File: src/rtl/sac_pkg.sv
// Constants and types for the static memory access controller
package sac_pkg;
   // Clock period in picoseconds (20 MHz)
   localparam int unsigned CLK_PERIOD_PS = 50000;
   // Read cycle time, ns (slow grade)
   localparam int unsigned READ_CYCLE_NS = 55;
   // Select, address and lane valid before write end, ns
   localparam int unsigned SELECT_VALID_WINDOW_NS = 45;
   // Write data setup before write end, ns
   localparam int unsigned DATA_SETUP_NS = 25;
   // Strobe pulse width, ns
   localparam int unsigned STROBE_WIDTH_NS = 40;
   // Write strobe low to device output released, ns
   localparam int unsigned STROBE_RELEASE_NS = 20;
   // Retention recovery equals one read cycle
   localparam int unsigned RETENTION_EXIT_RECOVERY_NS = READ_CYCLE_NS;
   // Cycle counts, least times rounded up
   localparam int unsigned READ_CYCLES =
      (READ_CYCLE_NS * 1000 + CLK_PERIOD_PS - 1) / CLK_PERIOD_PS;
   localparam int unsigned SELECT_CYCLES =
      (SELECT_VALID_WINDOW_NS * 1000 + CLK_PERIOD_PS - 1) / CLK_PERIOD_PS;
   localparam int unsigned STROBE_CYCLES =
      (STROBE_WIDTH_NS * 1000 + CLK_PERIOD_PS - 1) / CLK_PERIOD_PS;
   localparam int unsigned RELEASE_CYCLES =
      (STROBE_RELEASE_NS * 1000 + CLK_PERIOD_PS - 1) / CLK_PERIOD_PS;
   localparam int unsigned RECOVERY_CYCLES =
      (RETENTION_EXIT_RECOVERY_NS * 1000 + CLK_PERIOD_PS - 1) / CLK_PERIOD_PS;
   // Write low phase is the longer of the select and strobe windows
   localparam int unsigned WRITE_LOW_CYCLES =
      (SELECT_CYCLES > STROBE_CYCLES) ? SELECT_CYCLES : STROBE_CYCLES;
   // Counter width
   localparam int unsigned CNT_W = 4;
   // Pin widths
   localparam int unsigned ADDR_W = 16;
   localparam int unsigned DATA_W = 16;
   // Controller states, Gray coded along the usual path
   typedef enum logic [2:0]
   {
      SAC_IDLE    = 3'h0,
      SAC_READ    = 3'h1,
      SAC_WRITE   = 3'h3,
      SAC_WEND    = 3'h2,
      SAC_RETAIN  = 3'h6,
      SAC_RECOVER = 3'h7
   } sac_state_t;
endpackage

File: src/rtl/sac_sync.sv
// Three-stage input synchroniser for the read data lines
`timescale 1ns/1ns
`default_nettype none
module sac_sync
#(
   parameter int unsigned WIDTH = 16
)
(
   input  wire logic             clock_in,
   input  wire logic             reset_n_in,
   input  wire logic [WIDTH-1:0] async_in,
   output var  logic [WIDTH-1:0] sync_out
);
   // Stages of the synchroniser
   logic [WIDTH-1:0] stage1_reg;
   logic [WIDTH-1:0] stage2_reg;
   logic [WIDTH-1:0] stage3_reg;

   // --------------------------------------------------------------
   // Shift chain
   // --------------------------------------------------------------
   // First stage is read only by the second
   always_ff @(posedge clock_in or negedge reset_n_in)
   begin
      if (!reset_n_in)
      begin
         stage1_reg <= '0;
         stage2_reg <= '0;
         stage3_reg <= '0;
      end
      else
      begin
         stage1_reg <= async_in;
         stage2_reg <= stage1_reg;
         stage3_reg <= stage2_reg;
      end
   end

   // --------------------------------------------------------------
   // Agreement filter
   // --------------------------------------------------------------
   // Output takes a bit once stages two and three agree
   genvar i;
   generate
      for (i = 0; i < WIDTH; i++)
      begin : g_bit
         always_ff @(posedge clock_in or negedge reset_n_in)
         begin
            if (!reset_n_in)
               sync_out[i] <= 1'b0;
            else if (stage2_reg[i] == stage3_reg[i])
               sync_out[i] <= stage3_reg[i];
         end
      end
   endgenerate
endmodule
`default_nettype wire

File: src/rtl/sac_ctrl.sv
// Host controller driving a 16-bit asynchronous static memory
//
// What the memory datasheet requires
// RULE1: Write strobe stays high during reads.
// RULE2: Selects, gate, lane held active while reading.
// RULE3: Address valid before primary select falls; here both change on the same clock edge.
// RULE4: Device writes under full select overlap.
// RULE5: Any qualifier released ends the write.
// RULE6: Write data stable before write end.
// RULE7: Write data held through write end.
// RULE8: Address valid long before write end.
// RULE9: Address unchanged until write end.
// RULE10: Selects active long before write end.
// RULE11: Byte lanes valid long before write end.
// RULE12: Device releases data after strobe falls.
// RULE13: Device redrives no sooner after strobe rises.
// RULE14: Output gate level never blocks writes.
// RULE15: Deselect for retention; recover one cycle.
// RULE16: Controller never contends on data lines.
`timescale 1ns/1ns
`default_nettype none
module sac_ctrl
   import sac_pkg::*;
#(
   parameter int unsigned AW = ADDR_W,
   parameter int unsigned DW = DATA_W
)
(
   input  wire logic          clock_in,
   input  wire logic          reset_n_in,
   // User request side
   input  wire logic          req_valid_in,
   input  wire logic          req_write_in,
   input  wire logic [AW-1:0] req_addr_in,
   input  wire logic [DW-1:0] req_wdata_in,
   input  wire logic [1:0]    req_lane_n_in,
   input  wire logic          retain_req_in,
   output var  logic          req_ready_out,
   output var  logic          rdata_valid_out,
   output var  logic [DW-1:0] rdata_out,
   output var  logic          retained_out,
   // Memory pins
   output var  logic [AW-1:0] word_address_out,
   output var  logic          primary_select_n_out,
   output var  logic          secondary_select_out,
   output var  logic          output_gate_n_out,
   output var  logic          write_strobe_n_out,
   output var  logic          low_byte_lane_n_out,
   output var  logic          high_byte_lane_n_out,
   input  wire logic [DW-1:0] shared_data_lines_in,
   output var  logic [DW-1:0] shared_data_lines_out,
   output var  logic          shared_data_lines_oe_out
);
   // Controller state
   sac_state_t       state_reg;
   sac_state_t       state_next;
   // Phase counter
   logic [CNT_W-1:0] count_reg;
   logic [CNT_W-1:0] count_next;
   // Latched request
   logic [AW-1:0]    addr_reg;
   logic [DW-1:0]    wdata_reg;
   logic [1:0]       lane_n_reg;
   logic             is_write_reg;
   // Synchronised read data
   logic [DW-1:0]    rdata_sync;
   // Read result registers
   logic [DW-1:0]    rdata_reg;
   logic             rdata_valid_reg;

   // Read data through four flip-flops
   sac_sync #(.WIDTH(DW)) u_sync
   (
      .clock_in   (clock_in),
      .reset_n_in (reset_n_in),
      .async_in   (shared_data_lines_in),
      .sync_out   (rdata_sync)
   );

   // Narrow a cycle count to the counter width
   function automatic logic [CNT_W-1:0] cnt_of(input int unsigned n);
      cnt_of = CNT_W'(n);
   endfunction

   // ----------------------------------------------------------------
   // State sequencing
   // ----------------------------------------------------------------
   // Next state and counter
   always_comb
   begin
      state_next = state_reg;
      count_next = count_reg;
      case (state_reg)
         SAC_IDLE:
         begin
            count_next = '0;
            // Retention takes priority over new accesses
            if (retain_req_in)
               state_next = SAC_RETAIN;
            else if (req_valid_in && !req_write_in)
               state_next = SAC_READ;
            else if (req_valid_in)
               state_next = SAC_WRITE;
         end
         SAC_READ:
         begin
            // Hold for a read cycle plus synchroniser delay
            count_next = count_reg + 1'b1;
            if (count_reg == cnt_of(READ_CYCLES + 3))
               state_next = SAC_IDLE;
         end
         SAC_WRITE:
         begin
            // RULE10 select window
            count_next = count_reg + 1'b1;
            // One spare cycle beyond the longest window
            if (count_reg == cnt_of(WRITE_LOW_CYCLES))
            begin
               state_next = SAC_WEND;
               count_next = '0;
            end
         end
         SAC_WEND:
         begin
            // One cycle after strobe rises; data and address still held
            state_next = SAC_IDLE;
         end
         SAC_RETAIN:
         begin
            count_next = '0;
            if (!retain_req_in)
               state_next = SAC_RECOVER;
         end
         SAC_RECOVER:
         begin
            // RULE15 recovery wait
            count_next = count_reg + 1'b1;
            if (count_reg == cnt_of(RECOVERY_CYCLES - 1))
               state_next = SAC_IDLE;
         end
         default:
         begin
            state_next = SAC_IDLE;
            count_next = '0;
         end
      endcase
   end

   // State and counter registers
   always_ff @(posedge clock_in or negedge reset_n_in)
   begin
      if (!reset_n_in)
      begin
         state_reg <= SAC_IDLE;
         count_reg <= '0;
      end
      else
      begin
         state_reg <= state_next;
         count_reg <= count_next;
      end
   end

   // ----------------------------------------------------------------
   // Request capture
   // ----------------------------------------------------------------
   // RULE9 address held until write end
   always_ff @(posedge clock_in or negedge reset_n_in)
   begin
      if (!reset_n_in)
      begin
         addr_reg     <= '0;
         wdata_reg    <= '0;
         lane_n_reg   <= 2'h3;
         is_write_reg <= 1'b0;
      end
      else if (state_reg == SAC_IDLE && req_valid_in && !retain_req_in)
      begin
         addr_reg     <= req_addr_in;
         wdata_reg    <= req_wdata_in;
         lane_n_reg   <= req_lane_n_in;
         is_write_reg <= req_write_in;
      end
   end

   // ----------------------------------------------------------------
   // Pin drive
   // ----------------------------------------------------------------
   // Address and data always from registers
   // RULE8 address set with selects
   assign word_address_out      = addr_reg;
   // RULE6 RULE7 data set and held
   assign shared_data_lines_out = wdata_reg;

   // Control pins registered from next state
   always_ff @(posedge clock_in or negedge reset_n_in)
   begin
      if (!reset_n_in)
      begin
         primary_select_n_out     <= 1'b1;
         secondary_select_out     <= 1'b0;
         output_gate_n_out        <= 1'b1;
         write_strobe_n_out       <= 1'b1;
         low_byte_lane_n_out      <= 1'b1;
         high_byte_lane_n_out     <= 1'b1;
         shared_data_lines_oe_out <= 1'b0;
      end
      else
      begin
         // RULE5 release ends write
         // RULE3 selects assert on the same edge as the address latch
         primary_select_n_out <= !(state_next == SAC_READ || state_next == SAC_WRITE);
         secondary_select_out <= (state_next == SAC_READ || state_next == SAC_WRITE);
         // RULE2 gate active through read
         output_gate_n_out    <= !(state_next == SAC_READ);
         // RULE1 strobe only in write phase
         write_strobe_n_out   <= !(state_next == SAC_WRITE);
         // RULE11 lanes for whole access
         low_byte_lane_n_out  <= !((state_next == SAC_READ || state_next == SAC_WRITE)
                                   && !lane_n_next(0));
         high_byte_lane_n_out <= !((state_next == SAC_READ || state_next == SAC_WRITE)
                                   && !lane_n_next(1));
         // RULE16 drive only in write and its end cycle
         shared_data_lines_oe_out <= (state_next == SAC_WRITE || state_next == SAC_WEND);
      end
   end

   // Lane select for the access being entered
   function automatic logic lane_n_next(input int unsigned idx);
      lane_n_next = (state_reg == SAC_IDLE) ? req_lane_n_in[idx] : lane_n_reg[idx];
   endfunction

   // ----------------------------------------------------------------
   // Read capture
   // ----------------------------------------------------------------
   // Data sampled on the last read cycle
   always_ff @(posedge clock_in or negedge reset_n_in)
   begin
      if (!reset_n_in)
      begin
         rdata_reg       <= '0;
         rdata_valid_reg <= 1'b0;
      end
      else
      begin
         rdata_valid_reg <= 1'b0;
         if (state_reg == SAC_READ && count_reg == cnt_of(READ_CYCLES + 3))
         begin
            rdata_reg       <= rdata_sync;
            rdata_valid_reg <= 1'b1;
         end
      end
   end

   assign rdata_out       = rdata_reg;
   assign rdata_valid_out = rdata_valid_reg;
   assign req_ready_out   = (state_reg == SAC_IDLE) && !retain_req_in;
   // RULE15 deselected while retained
   assign retained_out    = (state_reg == SAC_RETAIN);

   // ----------------------------------------------------------------
   // Checks
   // ----------------------------------------------------------------
   // Strobe stays high while gate active
   property p_strobe_read;
      @(posedge clock_in) disable iff (!reset_n_in)
      !output_gate_n_out |-> write_strobe_n_out;
   endproperty
   a_strobe_read: assert property (p_strobe_read) else $error("strobe low in read"); // RULE1

   // Read keeps selects and gate stable
   property p_read_hold;
      @(posedge clock_in) disable iff (!reset_n_in)
      $fell(output_gate_n_out) |-> (!primary_select_n_out && secondary_select_out
         && !output_gate_n_out) [*6] ##1 output_gate_n_out;
   endproperty
   a_read_hold: assert property (p_read_hold) else $error("read dropped early"); // RULE2

   // Address stable while select low
   property p_addr_stable;
      @(posedge clock_in) disable iff (!reset_n_in)
      !primary_select_n_out && !$fell(primary_select_n_out) |-> $stable(word_address_out);
   endproperty
   a_addr_stable: assert property (p_addr_stable) else $error("address moved"); // RULE3

   // Write low phase long enough
   property p_write_len;
      @(posedge clock_in) disable iff (!reset_n_in)
      $fell(write_strobe_n_out) |-> !write_strobe_n_out [*2];
   endproperty
   a_write_len: assert property (p_write_len) else $error("write too short"); // RULE10

   // Data driven through strobe rise
   property p_data_hold;
      @(posedge clock_in) disable iff (!reset_n_in)
      $rose(write_strobe_n_out) |-> shared_data_lines_oe_out && $stable(shared_data_lines_out);
   endproperty
   a_data_hold: assert property (p_data_hold) else $error("data hold lost"); // RULE7

   // Address held through strobe rise
   property p_addr_hold;
      @(posedge clock_in) disable iff (!reset_n_in)
      $rose(write_strobe_n_out) |-> $stable(word_address_out);
   endproperty
   a_addr_hold: assert property (p_addr_hold) else $error("address hold lost"); // RULE9

   // Data driven before strobe falls ends
   property p_data_setup;
      @(posedge clock_in) disable iff (!reset_n_in)
      !write_strobe_n_out |-> shared_data_lines_oe_out;
   endproperty
   a_data_setup: assert property (p_data_setup) else $error("data not driven"); // RULE6

   // No drive while gate active
   property p_no_contend;
      @(posedge clock_in) disable iff (!reset_n_in)
      !output_gate_n_out |-> !shared_data_lines_oe_out;
   endproperty
   a_no_contend: assert property (p_no_contend) else $error("bus contention"); // RULE16

   // Deselected throughout retention
   property p_retain;
      @(posedge clock_in) disable iff (!reset_n_in)
      retained_out |-> primary_select_n_out && !secondary_select_out;
   endproperty
   a_retain: assert property (p_retain) else $error("selected in retention"); // RULE15

   c_read:   cover property (@(posedge clock_in) $fell(output_gate_n_out));
   c_write:  cover property (@(posedge clock_in) $rose(write_strobe_n_out));
   c_retain: cover property (@(posedge clock_in) $fell(retained_out));
endmodule
`default_nettype wire

File: config.mk
export PLATFORM = sky130hd
export DESIGN_NAME = sac_ctrl
export DESIGN_NICKNAME = d
export VERILOG_FILES = /design/src/rtl/sac_pkg.sv /design/src/rtl/sac_sync.sv /design/src/rtl/sac_ctrl.sv
export SDC_FILE = /design/constraint.sdc
export NUM_CORES = 1
export LEC_CHECK = 0
export BUFFER_PORTS_ARGS = -buffer_cell sky130_fd_sc_hd__buf_4
export CORE_ASPECT_RATIO = 0.9
export CORE_UTILIZATION = 40
export DETAILED_ROUTE_END_ITERATION = 10
export PLACE_DENSITY = 0.72
export SETUP_SLACK_MARGIN = 0.02
export SKIP_LAST_GASP = 1
export SYNTH_ARGS = -nofsm -noshare
export SYNTH_HDL_FRONTEND = slang
export SYNTH_SLANG_ARGS = --single-unit
File: constraint.sdc
create_clock -name clock_in -period 4.05 [get_ports clock_in]
set_clock_uncertainty 0.2 [all_clocks]
set_input_delay 0.81 -clock clock_in [delete_from_list [all_inputs] [get_ports clock_in]]
set_output_delay 0.81 -clock clock_in [all_outputs]
set_load 0.03 [all_outputs]
Yosys cells after proc, flatten, opt, wreduce, memory -nomap -nowiden
Index checks and enable logic that the tools add are counted.
W data, S select, Z words.

operators by class
  divide/modulo/power cells = 0
  multipliers = 0
  equality and inequality tests = 26
  magnitude comparators = 0
  add/sub/neg operators = 1
  bitwise logic cells = 0
  reduce and logical (&&, ||, !) cells = 20
  mux-type cells = 13
  shift-type cells = 0

operators with widths
  operator               number
  $mux W3                7
  $eq A1 B1 Y1           16
  $pmux W3 S5            1
  $eq A3 B2 Y1 const B   4
  $pmux W4 S3            1
  $logic_not A1 Y1       9
  $logic_and A1 B1 Y1    7
  $eq A3 B1 Y1 const B   2
  $eq A3 B3 Y1 const B   2
  $add A4 B1 Y4 const B  1
  $eq A4 B1 Y1 const B   1
  $eq A4 B3 Y1 const B   1
  $mux W4                1
  $logic_not A3 Y1       1
  $mux W1                3
  $logic_or A1 B1 Y1     2
  $reduce_or A2 Y1       1

storage, ports and cells
  input port bits = 55
  memories kept = 0
  output and inout port bits = 58
  bits in read-only memories = 0
  bits in writable memories = 0
  latch bits = 0
  register bits = 129
  word-level logic and storage cells = 93

Logic depth before layout (Yosys ltp)
  depth after elaboration = 9
  mapped depth = 7
  mapped depth without buffers = 6

Cells and area by module
From an unflattened synthesis, not the netlist that was laid out.

second synthesis, totals
  cells, all modules = 255
  area, all modules = 4,430.5 um^2

by module, submodules not included
  module    times used  sequential area each (um^2)  cells an instance  area each (um^2)
  sac_ctrl  1           1,635.3                      175                2,648.8
  sac_sync  1           1,601.5                      80                 1,781.7

Worst setup path after synthesis
OpenSTA, ideal clock, no wires.

  path kind = register -> output
  start = reg state_reg[0]
  end = out req_ready_out
  path buffers = 1
  arrival time = 1,320 ps
  path slack = 1,720 ps
  data required time = 3,040 ps
  stages on the path, launching flop included = 4
  cells stage by stage = dfrtp_1 > buf_6 > or3_1 > nor2_1

on the way
  word-level cells in the longest chain between the ends = 2

ends and longest elaborated chain
  element                 line             text
  start, declared         sac_ctrl.sv:55   sac_state_t state_reg;
  start signal, assigned  sac_ctrl.sv:159  state_reg <= state_next;
  $logic_not A3 Y1        sac_ctrl.sv:257  assign req_ready_out = (state_reg == SAC_IDLE) && !retain_req_in;
  $logic_and A1 B1 Y1     sac_ctrl.sv:257
  end, declared           sac_ctrl.sv:38   output var logic req_ready_out,

Every way passes these cells.

Worst setup path in the final report
Same ends and word-level chain as after synthesis.

==> out/qor.yml <==
outcome:
  outcome: "completed"
worst_setup_path:
  path_max_fanout: 9
  cp_data_required_time_ps: 3040
  end_kind: "primary output"
  rr_endpoint: "rdata_out[9]"
  crit_buf_inv: 1
  worstPathArrival_ps: 1650
  rr_worst_depth: 5
  max_stage_delay_ps: 490
  cp_top_family: "simple AND/OR/NAND/NOR gates"
  startpoint_type: "flop"
  r2r_start: "count_reg[1]"
  critPathKind: "reg -> out"
  slowest_stage: "or3_1"
  crit_chain: "or3_1 > nor2_1 > buf_4"
  r2r_setup_slack_ps: 1570
clock_network:
  clkTransAtPathRegs_ps: 50
  cts_setup_buffers: 0
  clockBufferDepth: 2
  clock_latency_ps: 400
  cts_tree: "built"
  cts_max_level: 4
  root_buffer: "clkbuf_16"
  cts_resized: 0
  cts_hold_buffers: 0
  cts_buffers: 17
  clkSinkCount: 129
global_routing:
  global_route.overflow_total: 0
  antenna_found_initial: 0
  grt_usage: 0.140
  grt_max_degree: 65
  grt_pass1_vias: 2502
  grt_first_pass_wirelength_mm: 11.9
job:
  cap_violations: 0
min_path:
  hold_path.class: "reg -> reg"
  hp-start: "u_sync.stage1_reg[10]"
  hold_depth: 0
  hold_end: "u_sync.stage2_reg[10]"
finish:
  nNetsFinal: 437
  fin_util: 0.559
  final_cell_mix: "dfrtp_1, buf_4, mux2_4, mux2_2, clkbuf_16"
  design_area_um2: 6070
  final_common_cell: "dfrtp_1"
  layout-drive-gt1-share: 0.526
  fillCellCount: 854
  area_delta_synth_final_pct: 36.0
  antennaDiodeCount: 0
place:
  port_buffers: 112
  preCtsSetupSlack_ps: 1480
  place_congestion: 0.651
  hpwl_mm: 4.87
  dpl_cell_area_um2: 5440
route:
  drc: 0
  post_drt_wl_per_cell_um: 13.6
  via_per_inst: 4.45
  drt-initial-drc-count: 98
  ant_nets: 0
  wl_mm: 7.39
  firstDrtPassIters: 4
  vias: 2421
yosys:
  synth_seq_cells: 129
  avgSynthCellArea_um2: 17.6
  yosysSeqAreaShare: 0.725
  yosys_most_used_dff: "dfrtp_1"
  synth_edf_count: 0
  syn-cell-area_um2: 4460
  syn_nets: 311
  synth_cells: 254
  ys_warn_count: 0
  ys_types: 28
  async_reset_ff_frac: 1.00
sta:
  fin_ws_ps: 1390
  slew_viol_final: 0
  hold_viol_final: 0
  setup_violations: 0
  slew_headroom: 0.341
  rsz0062_at_grt: "false"
  timing.fmax_mhz: 376
  setup_tns_ps: 0
  period_share: 0.657
  min_period_ps: 2660
  tightest_slew_ps: 983
power_and_ir_drop:
  peakVddDrop_mv: 0.421
  p_per_area_nw_per_um2: 784
  p_leak_nw: 3.00
floorplanning:
  io_pins: 113
  row_count: 36
  design.core.area_um2: 10900
  start_util: 0.411
  die_y_um: 102
  die_x_um: 113
  die_area_um2: 11600
## logic make-up after synthesis
family	share of synthesized area
adder cells (fa/ha/maj)	0.0415
flip-flops	0.725
multiplexers	0.151
AND/OR/NAND/NOR	0.0437
buffers and inverters	0.0193
AO/OA/AOI/OAI	0.0179
XOR/XNOR	0.00196
## report_power, final
part           total (W)  internal [W]  leakage (nW)  switching [W]
Sequential       0.00178       0.00159          1.56       0.000187
Combinational    0.00139      0.000648          1.14       0.000742
Clock            0.00159       0.00107         0.301       0.000516
Total            0.00476       0.00331          3.00        0.00144
## stage by stage
step / total power (W) / hold WS, ps / cells
floorplan: 0.00270 / 131 / 254
global placement: 0.00316 / 133 / 513
detailed placement: 0.00320 / 135 / 513
CTS: 0.00482 / 142 / 544
global route: 0.00498 / 151 / 544
finish: 0.00476 / 141 / 544
## worst max-delay path by stage
stage                  from             to  slack (ps)  cells past startpoint
6_report       state_reg[0]  req_ready_out        1390                      3
5_1_grt        count_reg[1]   rdata_out[1]        1320                      5
4_1_cts        state_reg[0]  req_ready_out        1330                      3
3_5_place_dp   count_reg[1]  rdata_out[11]        1480                      5
3_3_place_gp   count_reg[1]   rdata_out[7]        1630                      5
2_1_floorplan  state_reg[0]  req_ready_out        1720                      3
## final cells by class
type / instances / area (um2) / share of cell area
Sequential cell: 129 / 3240 / 0.533
Clock buffer: 21 / 470 / 0.0775
Multi-Input combinational cell: 114 / 1140 / 0.188
Clock inverter: 10 / 158 / 0.0260
Timing Repair Buffer: 114 / 860 / 0.142
Inverter: 4 / 15.0 / 0.00247
Tap cell: 152 / 190 / 0.0313
## synth_stat cells, types with 3 or more instances
library cell | number | share of area
buf_6 | 5 | 0.013
a21oi_1 | 3 | 0.0034
inv_1 | 4 | 0.0034
mux2_4 | 29 | 0.098
nor3b_1 | 3 | 0.0050
maj3_1 | 16 | 0.036
nand2_1 | 11 | 0.0092
dfstp_2 | 7 | 0.041
o21ai_0 | 4 | 0.0045
nand3_1 | 4 | 0.0045
dfrtp_1 | 122 | 0.68
a21o_1 | 3 | 0.0050
mux2_2 | 21 | 0.053
nand2b_1 | 4 | 0.0056
## per-layer routing
layer,up-vias,GRT usage,wire (um)
met5,-,0,0
met4,0,0.0698,133
met3,13,0.0759,595
met2,86,0.204,3460
met1,1201,0.168,3200
li1,1121,-,-
No activity file was read; power rests on OpenSTA's default activity.
